<file path="config.mk">
export PLATFORM = sky130hd
export DESIGN_NAME = dasr_readout
export DESIGN_NICKNAME = d
export VERILOG_FILES = /design/src/rtl/dasr_pkg.sv /design/src/rtl/dasr_pin_sync.sv /design/src/rtl/dasr_readout.sv
export VERILOG_INCLUDE_DIRS = /design/src /design/src/rtl
export SDC_FILE = /design/constraint.sdc
export NUM_CORES = 1
export LEC_CHECK = 0
export ABC_AREA = 1
export BUFFER_PORTS_ARGS = -buffer_cell sky130_fd_sc_hd__buf_2
export CAP_MARGIN = 0
export CORE_ASPECT_RATIO = 1.25
export CORE_MARGIN = 1
export CORE_UTILIZATION = 39
export DETAILED_ROUTE_END_ITERATION = 16
export GPL_TIMING_DRIVEN = 0
export MAX_ROUTING_LAYER = met4
export PLACE_DENSITY = 0.64
export SLEW_MARGIN = 10
export SYNTH_ARGS = -nofsm -noshare
export SYNTH_HDL_FRONTEND = slang
export SYNTH_SLANG_ARGS = --single-unit
</file>
<file path="constraint.sdc">
create_clock -name core_clk_in -period 7.3 [get_ports core_clk_in]
set_input_delay 1.095 -clock core_clk_in [delete_from_list [all_inputs] [get_ports core_clk_in]]
set_output_delay 1.095 -clock core_clk_in [all_outputs]
set_load 0.03 [all_outputs]
</file>
<file path="src/rtl/dasr_params.svh">
// Constants for the dual converter serial readout block
`ifndef DASR_PARAMS_SVH
`define DASR_PARAMS_SVH
`define DASR_FRAME_CLKS   6'd32
`define DASR_SAMPLE_EDGE  6'd4
`define DASR_WORD_BITS    5'd12
`define DASR_A_FIRST_BIT  6'd4
`define DASR_B_FIRST_BIT  6'd16
`define DASR_B_LAST_BIT   6'd27
`define DASR_RESET_WORD   12'h000
`endif

</file>
<file path="src/rtl/dasr_pkg.sv">
// Types for the dual converter serial readout block
package dasr_pkg;
    typedef enum logic [1:0] {
        DASR_POWER_DOWN,
        DASR_FRAME,
        DASR_DONE
    } dasr_state_type;
endpackage

</file>
<file path="src/rtl/dasr_pin_sync.sv">
// Two flip-flop synchroniser with edge outputs
`timescale 1ns/1ns
`default_nettype none
module dasr_pin_sync (
    input  wire logic core_clk_in,
    input  wire logic rst_in,
    input  wire logic pin_in,
    input  wire logic rst_level_in,
    output logic      level_out,
    output logic      rise_out,
    output logic      fall_out
);
    typedef struct packed {
        logic meta;
        logic sync;
        logic prev;
    } dasr_sync_type;

    dasr_sync_type s_r;
    dasr_sync_type s_nxt;

    always_comb begin
        s_nxt      = s_r;
        s_nxt.meta = pin_in;
        s_nxt.sync = s_r.meta;
        s_nxt.prev = s_r.sync;
    end

    always_ff @(posedge core_clk_in) begin
        if (rst_in) begin
            s_r <= {rst_level_in, rst_level_in, rst_level_in};
        end else begin
            s_r <= s_nxt;
        end
    end

    assign level_out = s_r.sync;
    assign rise_out  = s_r.sync & ~s_r.prev;
    assign fall_out  = ~s_r.sync & s_r.prev;
endmodule
`default_nettype wire

</file>
<file path="src/rtl/dasr_readout.sv">
// Serial frame control and result readout of a dual simultaneous-sampling converter
`timescale 1ns/1ns
`default_nettype none
`include "dasr_params.svh"
module dasr_readout (
    input  wire logic        core_clk_in,
    input  wire logic        rst_in,
    input  wire logic        cs_n_in,
    input  wire logic        sclk_in,
    input  wire logic [11:0] chan_a_in,
    input  wire logic [11:0] chan_b_in,
    output logic             sdo_out,
    output logic             sdo_oe_out,
    output logic             sample_out,
    output logic             powered_down_out
);
    typedef struct packed {
        dasr_pkg::dasr_state_type state;
        logic [5:0]               falls;
        logic [11:0]              word_a;
        logic [11:0]              word_b;
        logic                     sdo;
        logic                     oe;
        logic                     sample;
    } dasr_core_type;

    dasr_core_type r_r;
    dasr_core_type r_nxt;

    // -----------------------------------------------------------------
    // Synchronised pin views
    // -----------------------------------------------------------------
    // Both pins come from the host's domain. Each passes two flip-flops
    // before the frame logic reads it. The edge strobes last one core
    // cycle, so every serial clock fall counts exactly once.
    logic cs_level;
    logic cs_fall;
    logic sclk_level;
    logic sclk_fall;

    dasr_pin_sync u_cs_sync (
        .core_clk_in (core_clk_in),
        .rst_in      (rst_in),
        .pin_in      (cs_n_in),
        .rst_level_in(1'b1),
        .level_out   (cs_level),
        .rise_out    (),
        .fall_out    (cs_fall)
    );

    dasr_pin_sync u_sclk_sync (
        .core_clk_in (core_clk_in),
        .rst_in      (rst_in),
        .pin_in      (sclk_in),
        .rst_level_in(1'b1),
        .level_out   (sclk_level),
        .rise_out    (),
        .fall_out    (sclk_fall)
    );

    // -----------------------------------------------------------------
    // Fall index decoding
    // -----------------------------------------------------------------
    // True on the fall at which both channels are captured together
    function automatic logic is_sample_fall(input logic [5:0] idx);
        is_sample_fall = (idx == `DASR_SAMPLE_EDGE);
    endfunction

    // True on the fall that closes the frame
    function automatic logic is_last_fall(input logic [5:0] idx);
        is_last_fall = (idx == `DASR_FRAME_CLKS);
    endfunction

    // -----------------------------------------------------------------
    // Bit selection for a falling edge index
    // -----------------------------------------------------------------
    // Falls before the A word and after the B word carry zero pad bits.
    // The words passed in must be those of the current frame, so the
    // caller hands over the words as they stand after a capture.
    function automatic logic bit_for_fall(input logic [5:0]  idx,
                                          input logic [11:0] wa,
                                          input logic [11:0] wb);
        logic [5:0] off;
        off = 6'h00;
        bit_for_fall = 1'b0;
        if (idx >= `DASR_A_FIRST_BIT && idx < `DASR_B_FIRST_BIT) begin
            off = idx - `DASR_A_FIRST_BIT;
            bit_for_fall = wa[4'hB - off[3:0]];
        end else if (idx >= `DASR_B_FIRST_BIT && idx <= `DASR_B_LAST_BIT) begin
            off = idx - `DASR_B_FIRST_BIT;
            bit_for_fall = wb[4'hB - off[3:0]];
        end
    endfunction

    // -----------------------------------------------------------------
    // Frame sequencing
    // -----------------------------------------------------------------
    always_comb begin
        r_nxt        = r_r;
        r_nxt.sample = 1'b0;
        case (r_r.state)
            dasr_pkg::DASR_POWER_DOWN: begin
                r_nxt.oe  = 1'b0;
                r_nxt.sdo = 1'b0;
                r_nxt.falls = 6'h00;
                if (cs_fall) begin
                    r_nxt.state = dasr_pkg::DASR_FRAME;
                    r_nxt.oe    = 1'b1;
                end
            end
            // Counting falls; data only ever moves on a synchronised fall
            dasr_pkg::DASR_FRAME: begin
                if (sclk_fall) begin
                    r_nxt.falls = r_r.falls + 6'h01;
                    // Both channels are taken in the same core cycle
                    if (is_sample_fall(r_nxt.falls)) begin
                        r_nxt.word_a = chan_a_in;
                        r_nxt.word_b = chan_b_in;
                        r_nxt.sample = 1'b1;
                    end
                    // The freshly captured words feed the MSB at once
                    r_nxt.sdo = bit_for_fall(r_nxt.falls, r_nxt.word_a, r_nxt.word_b);
                    // Further falls wait for a new select cycle
                    if (is_last_fall(r_nxt.falls)) begin
                        r_nxt.state = dasr_pkg::DASR_DONE;
                        r_nxt.sdo   = 1'b0;
                    end
                end
            end
            // Frame complete: keep driving zero until select rises
            dasr_pkg::DASR_DONE: begin
                r_nxt.sdo = 1'b0;
            end
            default: begin
                r_nxt.state = dasr_pkg::DASR_POWER_DOWN;
            end
        endcase
        // Select high overrides every state: abort and power down
        if (cs_level) begin
            r_nxt.state  = dasr_pkg::DASR_POWER_DOWN;
            r_nxt.oe     = 1'b0;
            r_nxt.sdo    = 1'b0;
            r_nxt.falls  = 6'h00;
            r_nxt.sample = 1'b0;
        end
    end

    // -----------------------------------------------------------------
    // State register
    // -----------------------------------------------------------------
    always_ff @(posedge core_clk_in) begin
        if (rst_in) begin
            r_r.state  <= dasr_pkg::DASR_POWER_DOWN;
            r_r.falls  <= 6'h00;
            r_r.word_a <= `DASR_RESET_WORD;
            r_r.word_b <= `DASR_RESET_WORD;
            r_r.sdo    <= 1'b0;
            r_r.oe     <= 1'b0;
            r_r.sample <= 1'b0;
        end else begin
            r_r <= r_nxt;
        end
    end

    // -----------------------------------------------------------------
    // Outputs
    // -----------------------------------------------------------------
    // All come from the state register; powered_down_out is decoded from its state field
    assign sdo_out          = r_r.sdo;
    assign sdo_oe_out       = r_r.oe;
    assign sample_out       = r_r.sample;
    assign powered_down_out = (r_r.state == dasr_pkg::DASR_POWER_DOWN);
endmodule
`default_nettype wire

</file>
# Word level (Yosys, flattened, before mapping)
# Cells that the tools add are included.
# op_classes
n_addsub,5
n_lt_le_gt_ge,6
n_eq_ne,7
mux,18
bitwise_logic,7
reduce_logical,12
# op_table
cell,n
$mux W24,3
$mux W33,1
$pmux W6 S2,1
$lt A4 B5 Y1 const B,2
$bmux W1 S4,2
$sub A4 B4 Y4 const A,2
$mux W1,7
$add A6 B1 Y6 const B,1
$eq A6 B3 Y1 const B,1
$eq A6 B6 Y1 const B,1
$ge A6 B3 Y1 const B,1
$ge A6 B5 Y1 const B,1
$le A6 B5 Y1 const B,1
$lt A6 B5 Y1 const B,1
$pmux W2 S3,1
$reduce_and A2 Y1,3
$not A1 Y1,5
$mux W2,2
$ne A2 B2 Y1 const B,2
$reduce_and A4 Y1,1
$reduce_bool A2 Y1,2
$reduce_or A2 Y1,2
$reduce_or A4 Y1,1
$sub A4 B1 Y4 const B,1
other kinds (8),10
# totals
ff_bits,41
word_cells,68

# Depth between registers and ports, before layout
# logic_depth
word_depth,12
ltp_mapped,19
ltp_nobuf,18

# Cells and area by module
# A second synthesis with hierarchy kept.
# hier_totals
cells_unflattened,357
area_unflattened_um2,2404.8
# by_module_without_submodules
module,n_inst,cells_per_inst,area_per_inst_um2,seq_area_each_um2
dasr_readout,1,327,2189.6,700.7
dasr_pin_sync,2,15,107.6,60.1

# Worst setup path before layout
# OpenSTA, ideal clock, no wires.
# synth_path
kind,flip-flop to flip-flop
startpoint,reg r_r[27] in the netlist's numbering
endpoint,reg r_r (netlist bit sdo_out)
setup_ps,70
arrival_time_ps,2393
required_time_ps,7230
slack_ps,4837
stages_incl_launch_ff,18
synth_period_minus_slack_ps,2463
path_cell_list,dfxtp_1 nand3_2 xor2_1 inv_1 ha_1 nand2_1 clkinv_1 nand3_2 buf_6 buf_6 nand2_1 nand3_1 nand3_1 nand3_1 nand3_1 a21oi_1 nand2_1 a21oi_1
# synth_via
elab_chain_len,12
# synth_rtl
item,line,text
start: declaration,dasr_readout.sv:27,dasr_core_type r_r;
start signal: assignment,dasr_readout.sv:161,r_r <= r_nxt;
$add A6 B1 Y6 (*),dasr_readout.sv:114,r_nxt.falls = r_r.falls + 6'h01;
"parallel branches: the longest is 8 deep, another holds $sub A4 B1 Y4",n/a,
$mux W1 (*),dasr_readout.sv:124,if (is_last_fall(r_nxt.falls)) begin
$mux W33 (*),dasr_readout.sv:113,if (sclk_fall) begin
$pmux W1 S2 (*),dasr_readout.sv:101,case (r_r.state)
# Every way passes the cells marked *. The select of a mux whose other input is x is not followed.
# A chain may end at the register's enable or synchronous reset.

# Final worst setup path
# Ends and elaborated chain as after synthesis.

==> impl_results.md <==
* VDD IR-drop max at 0.08673 mV
* Largest net degree at the start of global routing at 14
* Endpoint type of the worst setup path: flip-flop
* Row count at 30
* Die Y at 87.11 µm
* Post_cts resized at 0
* Max Cap Violations at 0
* Violation count after the first detailed-route iteration at 118
* Post-layout min period at 3.215 ns
* Critical path arrival at 3.45 ns
* First-pass GRT wire length at 10.05 mm
* DIE AREA at 0.006104 mm²
* RSZ-0062 raised after global routing: no
* Syn_area_per_cell at 6.889 µm²
* GRT overflow at 0
* Synth Warn # at 0
* Clock Skew at 0.01156 ns
* Drt wl/cell at 13.59 µm
* CP Launch Type: flip-flop
* Initial Utilization at 0.4095
* Sequential-to-total area share from yosys stat at 0.3632
* CP max FO at 10
* Root buffer cell: clkbuf_8
* Leak at 0.001050 µW
* Type of the worst setup path: reg -> reg
* CP required at 7.53 ns
* Overall Power at 440.8 µW
* Largest area contributor in the netlist: dfxtp_1
* DRC at 0
* Final Hold Vio Count at 0
* Most frequent cells after synthesis: 61 x nand2_1, 43 x inv_1, 41 x dfxtp_1, 39 x nand3_1, 30 x nor2_1
* Chip width at 70.08 µm
* Via/cell ratio at 5.146
* Gr usage total at 0.2123
* Non-filler instance count after layout at 431
* # diodes at 0
* Cts bufs inserted at 5
* Mapped Area at 0.002260 mm²
* Final GP Congestion at 0.8798
* Via count at 2218
* Port bufs at 31
* Pwr Density at 168.6 mW/mm²
* Clock Path Buffers at 2
* Setup-failing EPs final at 0
* Status: complete, no violations
* Worst relative slew slack at 0.5967
* Number of global-route vias before repair at 2158
* Count of cell types in the netlist at 23
* Worst slew pin tran at 0.6029 ns
* ANT nets after route at 0
* Setup TNS at 0 ns
* Slew Viols, Final at 0
* Synth-to-layout area growth at 15.73%
* Layout net count at 402
* Layout cells sized above 1 at 0.1608
* WL final at 5.857 mm
* Hold-fix buffers, CTS at 0
* Fillers at 593
* Synth Register Bits at 41
* Post-route clock period utilization at 0.4404
* Post-synth EDFFs at 0
* Setup Fix Bufs, Post-CTS at 0
* Maximum level of the CTS H-tree at 2
* Main synth FF type: dfxtp_1
* Placed cells at 423
* Syn Nets at 364
* CTS sink count at 41
* Ys async rst share at 0
* Fmax at 311.0 MHz
* Reg clk slew, reported paths at 0.08 ns
* Initial antenna violation count at 0
* Share of the synthesized area in the top cell type at 0.3632
* Clk_lat worst skew at 0.30 ns
* Ranking of synthesized cells by area: dfxtp_1 36%, nand2_1 10%, nand3_1 8.6%
* CTS tree: built
* Core area at 0.005518 mm²
* Half-perimeter wire length after placement at 4.257 mm
* Core Util, Final at 0.4739
* Io pins at 32
* Hold Path Class: reg -> reg
* Cells after Synth at 328
* Drt first pass iters at 4
* Count leader, synth: nand2_1
[metrics by stage]
| stage | setup WS, ns | cell area [µm²] | hold slack [ns] |
|---|---|---|---|
| 2_1_floorplan | 4.837 | 2260 | 0.3895 |
| 3_5_place_dp | 4.130 | 2495 | 0.3986 |
| 4_1_cts | 4.085 | 2615 | 0.4117 |
| 3_3_place_gp | 4.205 | 2495 | 0.3935 |
| 5_1_grt | 3.809 | 2615 | 0.4196 |
| 6_report | 4.085 | 2615 | 0.4045 |
[worst paths after layout]
kind	from	end	slack (ns)	cells past startpoint
min reg2reg	u_sclk_sync.s_nxt[1]	u_sclk_sync.level_out	0.40	1
max	r_r[27]	sdo_out	4.08	17
min	u_sclk_sync.s_nxt[1]	u_sclk_sync.level_out	0.40	1
max reg2reg	r_r[27]	sdo_out	4.08	17
[logic make-up after synthesis]
family	synth area share
flops	0.3632
compound gates	0.1462
xor+xnor	0.007753
fa+ha+maj	0.04430
buf+inv	0.1202
simple gates	0.3184
[layout make-up]
cell class	count	area (µm²)	share of cell area
sequential	41	820.8	0.3139
buffer	19	95.09	0.03636
clock inverter	2	37.54	0.01435
multi-input combinational	221	1167	0.4464
tap	64	80.08	0.03062
clock buffer	6	82.58	0.03158
timing repair buffer	31	155.1	0.05933
inverter	47	176.4	0.06746
[per-layer routing]
layer,routed length [µm],GRT usage,part of all wire
met3,185,0.03125,0.032
met5,0,-,0
met1,2629,0.2493,0.45
met4,172,0.1091,0.029
met2,2869,0.3531,0.49
[flip-flops by register name, indices dropped and copies added (netlist names)]
signal                 flops
u_sclk_sync.s_r            1
r_r                       32
u_cs_sync.s_r              1
sdo_oe_out                 1
sdo_out                    1
u_sclk_sync.s_nxt          1
u_cs_sync.s_nxt            1
u_sclk_sync.level_out      1
sample_out                 1
u_cs_sync.level_out        1
[worst max-delay path, cell delays in order (launching register included)]
cell and delay [ns]:
dfxtp_1 0.47, nand3_2 0.13, xor2_1 0.49, inv_1 0.17
ha_1 0.23, nand2_1 0.08, clkinv_1 0.27, nand3_2 0.19
buf_6 0.16, buf_6 0.15, nand2_1 0.05, nand3_1 0.07
nand3_1 0.09, nand3_1 0.09, nand3_1 0.09, a21oi_1 0.16
nand2_1 0.11, a21oi_1 0.14
[cells in the final DEF (no fill, tap or decap), types with 2 or more instances in the layout]
| cell | synthesis | final |
|---|---|---|
| buf_2 | 7 | 38 |
| clkbuf_8 | 0 | 6 |
| buf_6 | 2 | 2 |
| clkbuf_1 | 10 | 10 |
| nand3_1 | 39 | 39 |
| nand2_1 | 61 | 61 |
| inv_2 | 3 | 3 |
| dfxtp_1 | 41 | 41 |
| or2_2 | 4 | 4 |
| xor2_1 | 2 | 2 |
| inv_1 | 43 | 43 |
| a21oi_1 | 19 | 19 |
| ha_1 | 8 | 8 |
| nor2_1 | 30 | 30 |
| nand3_2 | 2 | 2 |
| o211ai_1 | 2 | 2 |
| nand4_1 | 20 | 20 |
| a211oi_1 | 20 | 20 |
| o21ai_0 | 10 | 10 |
[power breakdown]
group          internal [µW]  switching, µW
Combinational           7.63           10.9
Clock                    111           85.3
Sequential               225          0.663
Total                    344           96.8
No activity file was read; power rests on OpenSTA's default activity.
